### src/logic/plsp_pkg.sv
// plsp_pkg: opcodes, state timing and carriers for the pair load and stack pop engine
// assumes one processor clock; the memory answers a read in the cycle it is asked
package plsp_pkg;
  localparam logic [7:0] OPC_LOAD_PRIMARY     = 8'h2A;
  localparam logic [7:0] OPC_PREFIX_EXT       = 8'hED;
  localparam logic [7:0] OPC_EXT_LOAD_PRIMARY = 8'h6B;
  localparam logic [7:0] OPC_POP_BASE         = 8'hC1;
  localparam logic [7:0] OPC_POP_MASK         = 8'hCF;
  localparam logic [7:0] OPC_PREFIX_FIRST_IDX = 8'hDD;
  localparam logic [7:0] OPC_PREFIX_SECOND_IDX = 8'hFD;
  localparam logic [7:0] OPC_POP_INDEX        = 8'hE1;
  localparam int unsigned POP_SEL_LSB         = 4;
  localparam int unsigned IDX_SEL_BIT         = 5;
  // clock states per machine cycle
  localparam logic [2:0] T_OPFETCH = 3'h4;
  localparam logic [2:0] T_MEMRD   = 3'h3;
  localparam logic [15:0] RESET_PAIR = 16'h0000;
  localparam logic [15:0] RESET_SP   = 16'hFFFF;

  typedef enum {
    PLSP_IDLE, PLSP_PREFIX, PLSP_OPN_LO, PLSP_OPN_HI, PLSP_DATA_LO, PLSP_DATA_HI
  } plsp_state_e;

  typedef enum logic [2:0] {
    PLSP_GEN_ONE, PLSP_GEN_TWO, PLSP_PRIMARY, PLSP_ACCFLAGS, PLSP_IDX_FIRST, PLSP_IDX_SECOND
  } plsp_dest_e;

  // memory read request towards the program/stack memory
  typedef struct packed {
    logic        rd;
    logic [15:0] addr;
  } plsp_memreq_s;

  // all destination pairs visible to the rest of the core
  typedef struct packed {
    logic [15:0] genPairOne;
    logic [15:0] genPairTwo;
    logic [15:0] primaryAddressPair;
    logic [15:0] accumFlagsPair;
    logic [15:0] firstIndexReg;
    logic [15:0] secondIndexReg;
    logic [15:0] stackPointerReg;
  } plsp_regs_s;
endpackage

### src/logic/plsp_core.sv
// plsp_core: executes absolute pair loads and stack pops one machine cycle at a time
// assumes memory returns memData in the same cycle as memReq.rd, program counter is held here
// assumes memory runs on clk, so memData is same-domain logic and passes no synchroniser
`timescale 1ns/1ps
module plsp_core (
  input  wire logic                  clk,
  input  wire logic                  rst_b,
  input  wire logic [7:0]            memData,
  output plsp_pkg::plsp_memreq_s     memReq,
  output plsp_pkg::plsp_regs_s       regs,
  output logic [15:0]                progCounter,
  output logic                       busy,
  output logic                       instrDone,
  output logic                       illegalOp
);
  logic                  rstMeta;
  logic                  rstSync;
  plsp_pkg::plsp_state_e stateReg;
  plsp_pkg::plsp_dest_e  destReg;
  logic [2:0]            tcountReg;
  logic [2:0]            tlenReg;
  logic                  fetchReg;
  logic [15:0]           addrReg;
  logic [7:0]            loByteReg;
  logic [15:0]           pairValue;
  logic                  cycleEnd;
  // set for pops only, so a completed absolute load leaves the stack pointer alone
  logic                  popReg;
  logic                  pairWrite;

  // reset released through two flops so release is clean to clk
  // every other flop is reset from the synchronised copy, never from the pin
  always_ff @(posedge clk or negedge rst_b) begin
    if (!rst_b) begin
      rstMeta <= 1'b0;
      rstSync <= 1'b0;
    end else begin
      rstMeta <= 1'b1;
      rstSync <= rstMeta;
    end
  end

  // a machine cycle ends on its last clock state; data is sampled there
  // busy stays high: the engine is always inside an instruction or its opcode fetch
  assign cycleEnd = (tcountReg == tlenReg - 3'h1);
  assign busy     = (stateReg != plsp_pkg::PLSP_IDLE) || fetchReg;
  assign pairValue = {memData, loByteReg};
  assign pairWrite = cycleEnd && (stateReg == plsp_pkg::PLSP_DATA_HI);

  // clock state counter within the current machine cycle
  // tlenReg changes only at a cycle end, so the counter never runs past it
  always_ff @(posedge clk or negedge rstSync) begin
    if (!rstSync) begin
      tcountReg <= 3'h0;
    end else if (cycleEnd) begin
      tcountReg <= 3'h0;
    end else begin
      tcountReg <= tcountReg + 3'h1;
    end
  end

  // sequencer: decodes fetched bytes and walks the memory cycles
  always_ff @(posedge clk or negedge rstSync) begin
    if (!rstSync) begin
      stateReg    <= plsp_pkg::PLSP_IDLE;
      destReg     <= plsp_pkg::PLSP_GEN_ONE;
      tlenReg     <= plsp_pkg::T_OPFETCH;
      fetchReg    <= 1'b1;
      addrReg     <= plsp_pkg::RESET_PAIR;
      loByteReg   <= 8'h00;
      popReg      <= 1'b0;
      progCounter <= plsp_pkg::RESET_PAIR;
      instrDone   <= 1'b0;
      illegalOp   <= 1'b0;
    end else begin
      instrDone <= 1'b0;
      illegalOp <= 1'b0;
      if (cycleEnd) begin
        case (stateReg)
          plsp_pkg::PLSP_IDLE: begin
            // opcode fetch just finished (4 states)
            progCounter <= progCounter + 16'h0001;
            fetchReg    <= 1'b0;
            if (memData == plsp_pkg::OPC_LOAD_PRIMARY) begin
              // absolute load: two operand bytes, then two data bytes
              popReg   <= 1'b0;
              destReg  <= plsp_pkg::PLSP_PRIMARY;
              stateReg <= plsp_pkg::PLSP_OPN_LO;
              tlenReg  <= plsp_pkg::T_MEMRD;
            end else if ((memData & plsp_pkg::OPC_POP_MASK) == plsp_pkg::OPC_POP_BASE) begin
              // single-byte pop: the select field picks the pair, even the primary one
              popReg   <= 1'b1;
              destReg  <= plsp_pkg::plsp_dest_e'({1'b0, memData[plsp_pkg::POP_SEL_LSB +: 2]});
              addrReg  <= regs.stackPointerReg;
              stateReg <= plsp_pkg::PLSP_DATA_LO;
              tlenReg  <= plsp_pkg::T_MEMRD;
            end else if (memData == plsp_pkg::OPC_PREFIX_FIRST_IDX ||
                         memData == plsp_pkg::OPC_PREFIX_SECOND_IDX) begin
              destReg  <= memData[plsp_pkg::IDX_SEL_BIT] ? plsp_pkg::PLSP_IDX_SECOND
                                                          : plsp_pkg::PLSP_IDX_FIRST;
              // index pop moves the pointer like any other pop
              popReg   <= 1'b1;
              stateReg <= plsp_pkg::PLSP_PREFIX;
              tlenReg  <= plsp_pkg::T_OPFETCH;
            end else if (memData == plsp_pkg::OPC_PREFIX_EXT) begin
              // alternate load prefix: same operand and data cycles after a second opcode
              popReg   <= 1'b0;
              destReg  <= plsp_pkg::PLSP_PRIMARY;
              stateReg <= plsp_pkg::PLSP_PREFIX;
              tlenReg  <= plsp_pkg::T_OPFETCH;
            end else begin
              // unsupported byte: flag it and fetch the next opcode
              illegalOp <= 1'b1;
              fetchReg  <= 1'b1;
            end
          end
          plsp_pkg::PLSP_PREFIX: begin
            // second opcode byte after a prefix (4 states)
            progCounter <= progCounter + 16'h0001;
            tlenReg     <= plsp_pkg::T_MEMRD;
            // the load prefix only takes its load byte, the index prefixes only a pop
            if (destReg == plsp_pkg::PLSP_PRIMARY && memData == plsp_pkg::OPC_EXT_LOAD_PRIMARY) begin
              stateReg <= plsp_pkg::PLSP_OPN_LO;
            end else if (destReg != plsp_pkg::PLSP_PRIMARY && memData == plsp_pkg::OPC_POP_INDEX) begin
              addrReg  <= regs.stackPointerReg;
              stateReg <= plsp_pkg::PLSP_DATA_LO;
            end else begin
              // any other second byte is refused like an unknown opcode
              illegalOp <= 1'b1;
              stateReg  <= plsp_pkg::PLSP_IDLE;
              tlenReg   <= plsp_pkg::T_OPFETCH;
              fetchReg  <= 1'b1;
            end
          end
          plsp_pkg::PLSP_OPN_LO: begin
            // operand low byte sits at the program counter
            progCounter     <= progCounter + 16'h0001;
            addrReg[7:0]    <= memData;
            stateReg        <= plsp_pkg::PLSP_OPN_HI;
          end
          plsp_pkg::PLSP_OPN_HI: begin
            // operand high byte completes the data address
            progCounter     <= progCounter + 16'h0001;
            addrReg[15:8]   <= memData;
            stateReg        <= plsp_pkg::PLSP_DATA_LO;
          end
          plsp_pkg::PLSP_DATA_LO: begin
            // next read is one address higher and wraps at the top of memory
            loByteReg <= memData;
            addrReg   <= addrReg + 16'h0001;
            stateReg  <= plsp_pkg::PLSP_DATA_HI;
          end
          plsp_pkg::PLSP_DATA_HI: begin
            // the pair process writes the high byte at this same edge
            instrDone <= 1'b1;
            stateReg  <= plsp_pkg::PLSP_IDLE;
            tlenReg   <= plsp_pkg::T_OPFETCH;
            fetchReg  <= 1'b1;
          end
          default: begin
            // unreachable state: fall back to a fresh opcode fetch
            stateReg <= plsp_pkg::PLSP_IDLE;
            tlenReg  <= plsp_pkg::T_OPFETCH;
            fetchReg <= 1'b1;
          end
        endcase
      end
    end
  end

  // memory request: program counter for fetches and operands, else data address
  // rd is held high: this engine only reads, so a write cycle never occurs here
  always_comb begin
    memReq.rd = 1'b1;
    case (stateReg)
      plsp_pkg::PLSP_DATA_LO,
      plsp_pkg::PLSP_DATA_HI: memReq.addr = addrReg;
      default:                memReq.addr = progCounter;
    endcase
  end

  // destination pairs; flags live in accumFlagsPair low half and change only by pop
  always_ff @(posedge clk or negedge rstSync) begin
    if (!rstSync) begin
      regs.genPairOne         <= plsp_pkg::RESET_PAIR;
      regs.genPairTwo         <= plsp_pkg::RESET_PAIR;
      regs.primaryAddressPair <= plsp_pkg::RESET_PAIR;
      regs.accumFlagsPair     <= plsp_pkg::RESET_PAIR;
      regs.firstIndexReg      <= plsp_pkg::RESET_PAIR;
      regs.secondIndexReg     <= plsp_pkg::RESET_PAIR;
      regs.stackPointerReg    <= plsp_pkg::RESET_SP;
    end else if (pairWrite) begin
      case (destReg)
        plsp_pkg::PLSP_GEN_ONE:    regs.genPairOne         <= pairValue;
        plsp_pkg::PLSP_GEN_TWO:    regs.genPairTwo         <= pairValue;
        plsp_pkg::PLSP_PRIMARY:    regs.primaryAddressPair <= pairValue;
        plsp_pkg::PLSP_ACCFLAGS:   regs.accumFlagsPair     <= pairValue;
        plsp_pkg::PLSP_IDX_FIRST:  regs.firstIndexReg      <= pairValue;
        plsp_pkg::PLSP_IDX_SECOND: regs.secondIndexReg     <= pairValue;
        default:                   regs.genPairOne         <= regs.genPairOne;
      endcase
      // pointer moves by two only as a pop completes; one process owns the whole struct
      if (popReg) begin
        regs.stackPointerReg <= regs.stackPointerReg + 16'h0002;
      end
    end
  end
endmodule

### config.mk
export PLATFORM = sky130hd
export DESIGN_NAME = plsp_core
export DESIGN_NICKNAME = d
export VERILOG_FILES = /design/src/logic/plsp_pkg.sv /design/src/logic/plsp_core.sv
export SDC_FILE = /design/constraint.sdc
export NUM_CORES = 1
export LEC_CHECK = 0
export ABC_AREA = 1
export BUFFER_PORTS_ARGS = -buffer_cell sky130_fd_sc_hd__clkbuf_2
export CORE_MARGIN = 2
export CORE_UTILIZATION = 40
export CTS_CLUSTER_DIAMETER = 30
export DETAILED_ROUTE_END_ITERATION = 16
export GPL_ROUTABILITY_DRIVEN = 0
export PLACE_DENSITY = 0.6
export SYNTH_ARGS = -nofsm -noshare
export SYNTH_HDL_FRONTEND = slang
export SYNTH_SLANG_ARGS = --single-unit
### constraint.sdc
create_clock -name clk -period 7.3 [get_ports clk]
set_input_delay 2.19 -clock clk [delete_from_list [all_inputs] [get_ports clk]]
set_output_delay 2.19 -clock clk [all_outputs]
set_load 0.01 [all_outputs]
==> qor.json, run 1 <==
{
  "timing": {
    "max_freq_mhz": 233,
    "tightestPinTransition_ps": 1090,
    "finalSetupViolations": 0,
    "layout_min_cycle_time_ps": 4290,
    "report.final.hold_viol_count": 0,
    "final.setup.tns_ps": 0,
    "timing.max_slew.rel_slack_pct": 26.7,
    "unrepaired_setup_endpoints_after_global_routing": "no",
    "skew_ps": 9.06,
    "finalHoldWorstSlack_ps": 301,
    "final_max_slew_viol_count": 0,
    "final_worst_path_period_share_pct": 58.7
  },
  "synthesis": {
    "netlist.area_leader.share_pct": 46.5,
    "yosysWarningCount": 0,
    "synth.yosys.seq_area_share_pct": 52.0,
    "synth_area_per_cell_um2": 7.80,
    "yosys_most_used_dff": "dfrtp_1",
    "synth_seq_cells": 168,
    "synthTopCellsByCount": "nand2_1, dfrtp_1, o21ai_0",
    "asyncSetResetFlopFracSynth_pct": 100,
    "edff_count_synth": 0,
    "ys_top_cells_by_area": "dfrtp_1, nand2_1, o21ai_0, dfstp_2, nand3_1",
    "postSynthCellCount": 1042,
    "synthDistinctLibCells": 34,
    "post-synth-top-area-cell": "dfrtp_1",
    "syn_area_um2": 8120,
    "synth.most_common_cell": "nand2_1"
  },
  "power": {
    "power.leakage_uw": 0.00504,
    "max-vdd-ir-drop_mv": 0.162,
    "power.density_cell_area_nw_per_um2": 304
  },
  "detailed_routing": {
    "route.antenna.remaining_nets": 0,
    "route.detailed.drc": 0,
    "dr_total_vias": 7320,
    "wl_per_cell_um": 15.5,
    "via_per_inst": 4.98,
    "dr.pass1.iters": 5,
    "drt_iter0_drcs": 581,
    "drt_wl_total_mm": 22.8
  },
  "worst_setup_path": {
    "r2r_slack_ps": 4470,
    "worstPathRequired_ps": 5110,
    "critical-path-slowest-cell": "nand2_1",
    "cp-end-kind": "primary output",
    "path_delay_family": "simple AND/OR/NAND/NOR gates",
    "worstReg2RegEnd": "regs[55]$_DFFE_PN0P_",
    "timing.critical_path.fanout_max": 32,
    "rr_startpoint": "tlenReg[2]$_DFFE_PN1P_",
    "arrival_ps": 2100,
    "worst-r2r-cell-count": 8,
    "setup.worst_path.class": "reg2out",
    "critPathBufInv": 1,
    "timing.critical_path.from_type": "flip-flop",
    "critical_path.max_stage_delay_ps": 530,
    "crit_path_start": "stateReg[2]$_DFFE_PN0P_",
    "timing.critical_path.cells": "nand2_1 > o21ai_0 > clkbuf_2"
  },
  "clock_network": {
    "htree_num_levels": 4,
    "ctsHoldBuffers": 0,
    "tritoncts_clock_tree": "yes",
    "clock_tree.buffer_depth": 2,
    "cts.sink_count": 168,
    "post-cts-setup-buffers": 0,
    "numCtsBuffers": 17,
    "cts-root-buf": "clkbuf_16",
    "clk-insertion-delay-late_ps": 440,
    "clk_pin_slew_ps": 70,
    "ctsResizeCount": 0
  },
  "layout": {
    "area.growth.synth_to_final_pct": 20.0,
    "insertedDiodeCount": 0,
    "final_nets": 1201,
    "num-fill-cells": 2054,
    "drive_gt1_share_pct": 18.8
  },
  "hold_path": {
    "worst_hold_path_type": "reg2async"
  },
  "grt": {
    "track_usage_pct": 21.5,
    "grt_antenna_before_repair": 0,
    "grt_max_degree": 84,
    "first_global_vias": 6757,
    "grt_first_pass_wirelength_mm": 36.5,
    "residual_overflow_from_global_routing": 0
  },
  "floorplanning": {
    "core_region_area_um2": 20100,
    "design.portCount": 158,
    "rows": 52,
    "die_height_um": 147,
    "initial_core_util_pct": 40.4,
    "die_area_um2": 21500,
    "dieWidth_um": 147
  },
  "run_status": {
    "outcome": "finished, final reports clean"
  },
  "placement": {
    "io_buffer_count": 155,
    "dp.final_hpwl_mm": 16.3
  },
  "run": {
    "cap_viol_max_count": 0
  }
}
## power breakdown
| part | internal, µW | switching, µW |
|---|---|---|
| Sequential | 1080 | 138 |
| Clock | 501 | 449 |
| Combinational | 249 | 539 |
## state kept, by name, indices dropped and copies added, names as in the netlist
register	flops
tlenReg	2
fetchReg	1
illegalOp	1
regs	111
progCounter	16
loByteReg	8
addrReg	16
rstMeta	1
destReg	3
popReg	1
stateReg	3
tcountReg	3
instrDone	1
rstSync	1
## layout by cell type (no fill, tap or decap), drive strengths merged
| cell type | instances |
|---|---|
| clkinv | 6 |
| and3 | 1 |
| nand3b | 2 |
| buf | 3 |
| clkbuf | 172 |
| a21boi | 1 |
| xor2 | 11 |
| xnor2 | 6 |
| and2 | 1 |
| a21oi | 6 |
| o21ai | 145 |
| o22ai | 6 |
| dfrtp | 151 |
| nand3 | 75 |
| nand2 | 377 |
| nor2 | 69 |
| ha | 4 |
| o211ai | 3 |
| bufinv | 1 |
| dfstp | 17 |
| or2 | 2 |
| inv | 106 |
| nor3 | 13 |
| nand4 | 15 |
| o221ai | 4 |
| conb | 3 |
## layer usage
layer  track usage (%)  routed length [µm]  up-vias
met1              31.3               10900     3464
met3              4.31                1190       16
li1                  -                   -     3628
met4              5.19                 227        0
met5                 0                   0        -
met2              33.3               10400      212
## layout make-up
cell class	instances	area (µm²)	share of cell area [%]
clock buffer	17	425	4.37
clock inverter	15	205	2.11
inverter	98	368	3.77
multi-input combinational	744	3380	34.7
sequential	168	4230	43.4
tap	270	338	3.47
timing repair buffer	158	798	8.19
## worst max path at each step
stage                                         end  slack, ps  depth (start not counted)
final                                  memReq[14]       3010                          3
after global routing                   memReq[14]       2710                          3
after CTS                              memReq[14]       2990                          3
after detailed placement  addrReg[14]$_DFFE_PN0P_       3390                         10
after global placement     addrReg[8]$_DFFE_PN0P_       3390                         10
after floorplan            addrReg[0]$_DFFE_PN0P_       2300                          0
## kinds of logic (layout without fill, tap and decap cells)
group | Yosys count | after routing | share of synthesized area [%]
simple gates | 555 | 555 | 28.5
flops | 168 | 168 | 52.0
compound gates | 165 | 165 | 10.6
buf+inv | 132 | 288 | 6.44
xor+xnor | 17 | 17 | 1.83
fa+ha+maj | 4 | 4 | 0.616
other cells | 1 | 3 | 0.0462
## metrics by stage
step	utilization (%)	worst slack, ps	area [µm²]	cells	total power [µW]
floorplan	-	2300	8130	1044	1740
global placement	45.3	3390	9110	1438	2020
detailed placement	45.3	3390	9110	1438	2030
CTS	48.5	2990	9750	1470	2990
global route	48.5	2710	9750	1470	3150
finish	48.5	3010	9750	1470	2960
Power figures use the tool's default switching activity.
==> run 2: changes to the inputs <==
--- a/config.mk
+++ b/config.mk
@@ -5,14 +5,14 @@
 export SDC_FILE = /design/constraint.sdc
 export NUM_CORES = 1
 export LEC_CHECK = 0
-export ABC_AREA = 1
+export ABC_AREA = 0
 export BUFFER_PORTS_ARGS = -buffer_cell sky130_fd_sc_hd__clkbuf_2
 export CORE_MARGIN = 2
 export CORE_UTILIZATION = 40
 export CTS_CLUSTER_DIAMETER = 30
 export DETAILED_ROUTE_END_ITERATION = 16
 export GPL_ROUTABILITY_DRIVEN = 0
-export PLACE_DENSITY = 0.6
+export PLACE_DENSITY = 0.62
 export SYNTH_ARGS = -nofsm -noshare
 export SYNTH_HDL_FRONTEND = slang
 export SYNTH_SLANG_ARGS = --single-unit
==> constraint.sdc (replaced) <==
create_clock -name clk -period 3.86 [get_ports clk]
set_input_delay 1.158 -clock clk [delete_from_list [all_inputs] [get_ports clk]]
set_output_delay 1.158 -clock clk [all_outputs]
set_load 0.01 [all_outputs]
==> run 2 against run 1 <==
  * Worst setup slack got worse by 2400 ps
  * Worst hold slack gained 48 ps
  * Critical path type unchanged
  * Clock power increased by 81%
  * Cell count shrank 26%
  * Sequential power is 81% higher
  * Sequential share of layout area grew 1.3 points
  * Critical endpoint is now memReq[13]
  * Critical path depth increased by 1
  * Highest routed layer unchanged
  * Clock skew fell by 2.0 ps
  * Routed wire length down 12%
==> qor.json, run 2 <==
{
  "run_status": {
    "outcome": "finished, final reports clean"
  },
  "worst_setup_path": {
    "setup.worst_path.class": "reg2out",
    "cp-end-kind": "primary output",
    "worstPathRequired_ps": 2700,
    "arrival_ps": 2060,
    "timing.critical_path.fanout_max": 20,
    "timing.critical_path.from_type": "flip-flop",
    "rr_startpoint": "stateReg[2]$_DFFE_PN0P_",
    "crit_path_start": "stateReg[2]$_DFFE_PN0P_"
  },
  "layout": {
    "mostFrequentLayoutCells": "clkbuf_2, dfrtp_1, mux2_2",
    "layout_commonest_cell": "clkbuf_2",
    "largest_register_ff_count": 111,
    "insertedDiodeCount": 0,
    "top_regs": "regs: 111 flops, addrReg: 16 flops, progCounter: 16 flops",
    "postLayoutCoreUtil_pct": 48.8,
    "final_nets": 824,
    "registers.top_by_ff_count": "regs",
    "finalNonFillerCells": 1087,
    "area.growth.synth_to_final_pct": 20.0,
    "drive_gt1_share_pct": 42.1
  },
  "detailed_routing": {
    "dr.pass1.iters": 5,
    "drt_iter0_drcs": 323,
    "drt_wl_total_mm": 20.1,
    "route.detailed.drc": 0,
    "wl_per_cell_um": 18.5,
    "via_per_inst": 5.28,
    "dr_total_vias": 5742,
    "route.antenna.remaining_nets": 0
  },
  "grt": {
    "track_usage_pct": 20.1,
    "residual_overflow_from_global_routing": 0,
    "grt_max_degree": 76,
    "grt_antenna_before_repair": 0,
    "first_global_vias": 5590,
    "grt_first_pass_wirelength_mm": 31.8
  },
  "power": {
    "power_report.internal_total_uw": 3280,
    "seq_power_share_pct": 46.3,
    "combinational_power_share_pct": 17.6,
    "power.density_cell_area_nw_per_um2": 505,
    "clock_power_share_pct": 36.1,
    "max-vdd-ir-drop_mv": 0.321,
    "switching_share_pct": 31.4,
    "fin_total_pwr_uw": 4780,
    "power.leakage_uw": 0.00458,
    "power_switching_uw": 1500
  },
  "clock_network": {
    "htree_num_levels": 4,
    "clk-insertion-delay-late_ps": 430,
    "clock_tree.buffer_depth": 2,
    "cts.sink_count": 168,
    "cts-root-buf": "clkbuf_16",
    "ctsResizeCount": 0,
    "tritoncts_clock_tree": "yes",
    "ctsHoldBuffers": 0,
    "numCtsBuffers": 17,
    "post-cts-setup-buffers": 0,
    "clk_pin_slew_ps": 70
  },
  "placement": {
    "dp.final_hpwl_mm": 13.9,
    "io_buffer_count": 155,
    "place.detailed.instances": 1056
  },
  "floorplanning": {
    "die_height_um": 144,
    "dieWidth_um": 144,
    "design.portCount": 158,
    "rows": 51,
    "die_area_um2": 20900,
    "initial_core_util_pct": 40.7,
    "core_region_area_um2": 19400
  },
  "synthesis": {
    "synth_seq_cells": 168,
    "synthTopCellsByCount": "dfrtp_1, mux2_2, nor2_1",
    "syn_area_um2": 7890,
    "asyncSetResetFlopFracSynth_pct": 100,
    "ys_top_cells_by_area": "dfrtp_1, mux2_2, dfstp_2, nor2_1, xnor2_1",
    "edff_count_synth": 0,
    "yosys_most_used_dff": "dfrtp_1",
    "synth.most_common_cell": "dfrtp_1",
    "synthDistinctLibCells": 67,
    "postSynthCellCount": 665,
    "netlist.area_leader.share_pct": 47.9,
    "synth_area_per_cell_um2": 11.9,
    "yosysWarningCount": 0,
    "post-synth-top-area-cell": "dfrtp_1",
    "synth.yosys.seq_area_share_pct": 53.6
  },
  "timing": {
    "max_freq_mhz": 310,
    "timing.max_slew.rel_slack_pct": 27.3,
    "tightestPinTransition_ps": 1090,
    "report.final.hold_viol_count": 0,
    "final_max_slew_viol_count": 0,
    "final_worst_path_period_share_pct": 83.5,
    "layout_min_cycle_time_ps": 3220,
    "skew_ps": 7.05,
    "unrepaired_setup_endpoints_after_global_routing": "no",
    "finalSetupViolations": 0,
    "final.setup.tns_ps": 0
  },
  "hold_path": {
    "hold_path.startpoint": "rstMeta$_DFF_PN0_",
    "worst_hold_path_type": "reg2reg"
  },
  "run": {
    "cap_viol_max_count": 0
  }
}
## run 2: routing by layer
metal | track usage [%] | up-vias | share of wire, %
li1 | - | 2682 | -
met1 | 26.4 | 2823 | 44
met2 | 31.6 | 212 | 45
met3 | 7.05 | 25 | 9.2
met4 | 5.93 | 0 | 1.5
met5 | 0 | - | 0
## run 2: final timing paths
check	endpoint	slack [ps]	cells past startpoint
min in group asynchronous	regs[38]$_DFFE_PN0P_	490	0
hold reg to reg	rstSync$_DFF_PN0_	350	0
max in group asynchronous	regs[40]$_DFFE_PN0P_	2400	1
setup reg to reg	regs[60]$_DFFE_PN0P_	980	6
hold / removal	rstSync$_DFF_PN0_	350	0
setup / recovery	memReq[13]	640	4
## run 2: layout make-up
| class | instances | area, µm² |
|---|---|---|
| fill | 1801 | 9930 |
| timing repair buffer | 166 | 858 |
| clock buffer | 17 | 425 |
| multi-input combinational | 444 | 3400 |
| inverter | 13 | 53.8 |
| tap | 265 | 332 |
| sequential | 168 | 4230 |
| clock inverter | 14 | 165 |
## run 2: power groups by stage
stage / clock network (µW) / registers, µW / logic, µW
after global routing: 1830 / 2250 / 940
after detailed placement: 0 / 2240 / 844
after floorplan: 0 / 2180 / 596
after CTS: 1760 / 2210 / 848
after global placement: 0 / 2240 / 835
final: 1720 / 2210 / 842
## run 2: stage by stage
stage / instance area, µm² / hold WS (ps) / setup WS, ps
floorplan: 7900 / 331 / 1090
CTS: 9470 / 353 / 639
detailed placement: 8870 / 338 / 651
global route: 9470 / 353 / 524
global placement: 8870 / 333 / 704
finish: 9470 / 349 / 638
## run 2: worst max-delay path, stage by stage (launching register included)
cell      delay, ps
dfrtp_1         640
nor2b_1         190
buf_4           290
mux2_2          380
clkbuf_2        130
## run 2: kinds of logic after synthesis
| kind of cell | count (synthesis) | share of synthesized area, % |
|---|---|---|
| XOR/XNOR | 33 | 3.76 |
| other | 1 | 0.0475 |
| adder cells (fa/ha/maj) | 4 | 0.634 |
| AO/OA/AOI/OAI | 108 | 8.88 |
| multiplexers | 127 | 18.2 |
| flip-flops | 168 | 53.6 |
| buffers and inverters | 55 | 3.41 |
| AND/OR/NAND/NOR | 169 | 11.5 |
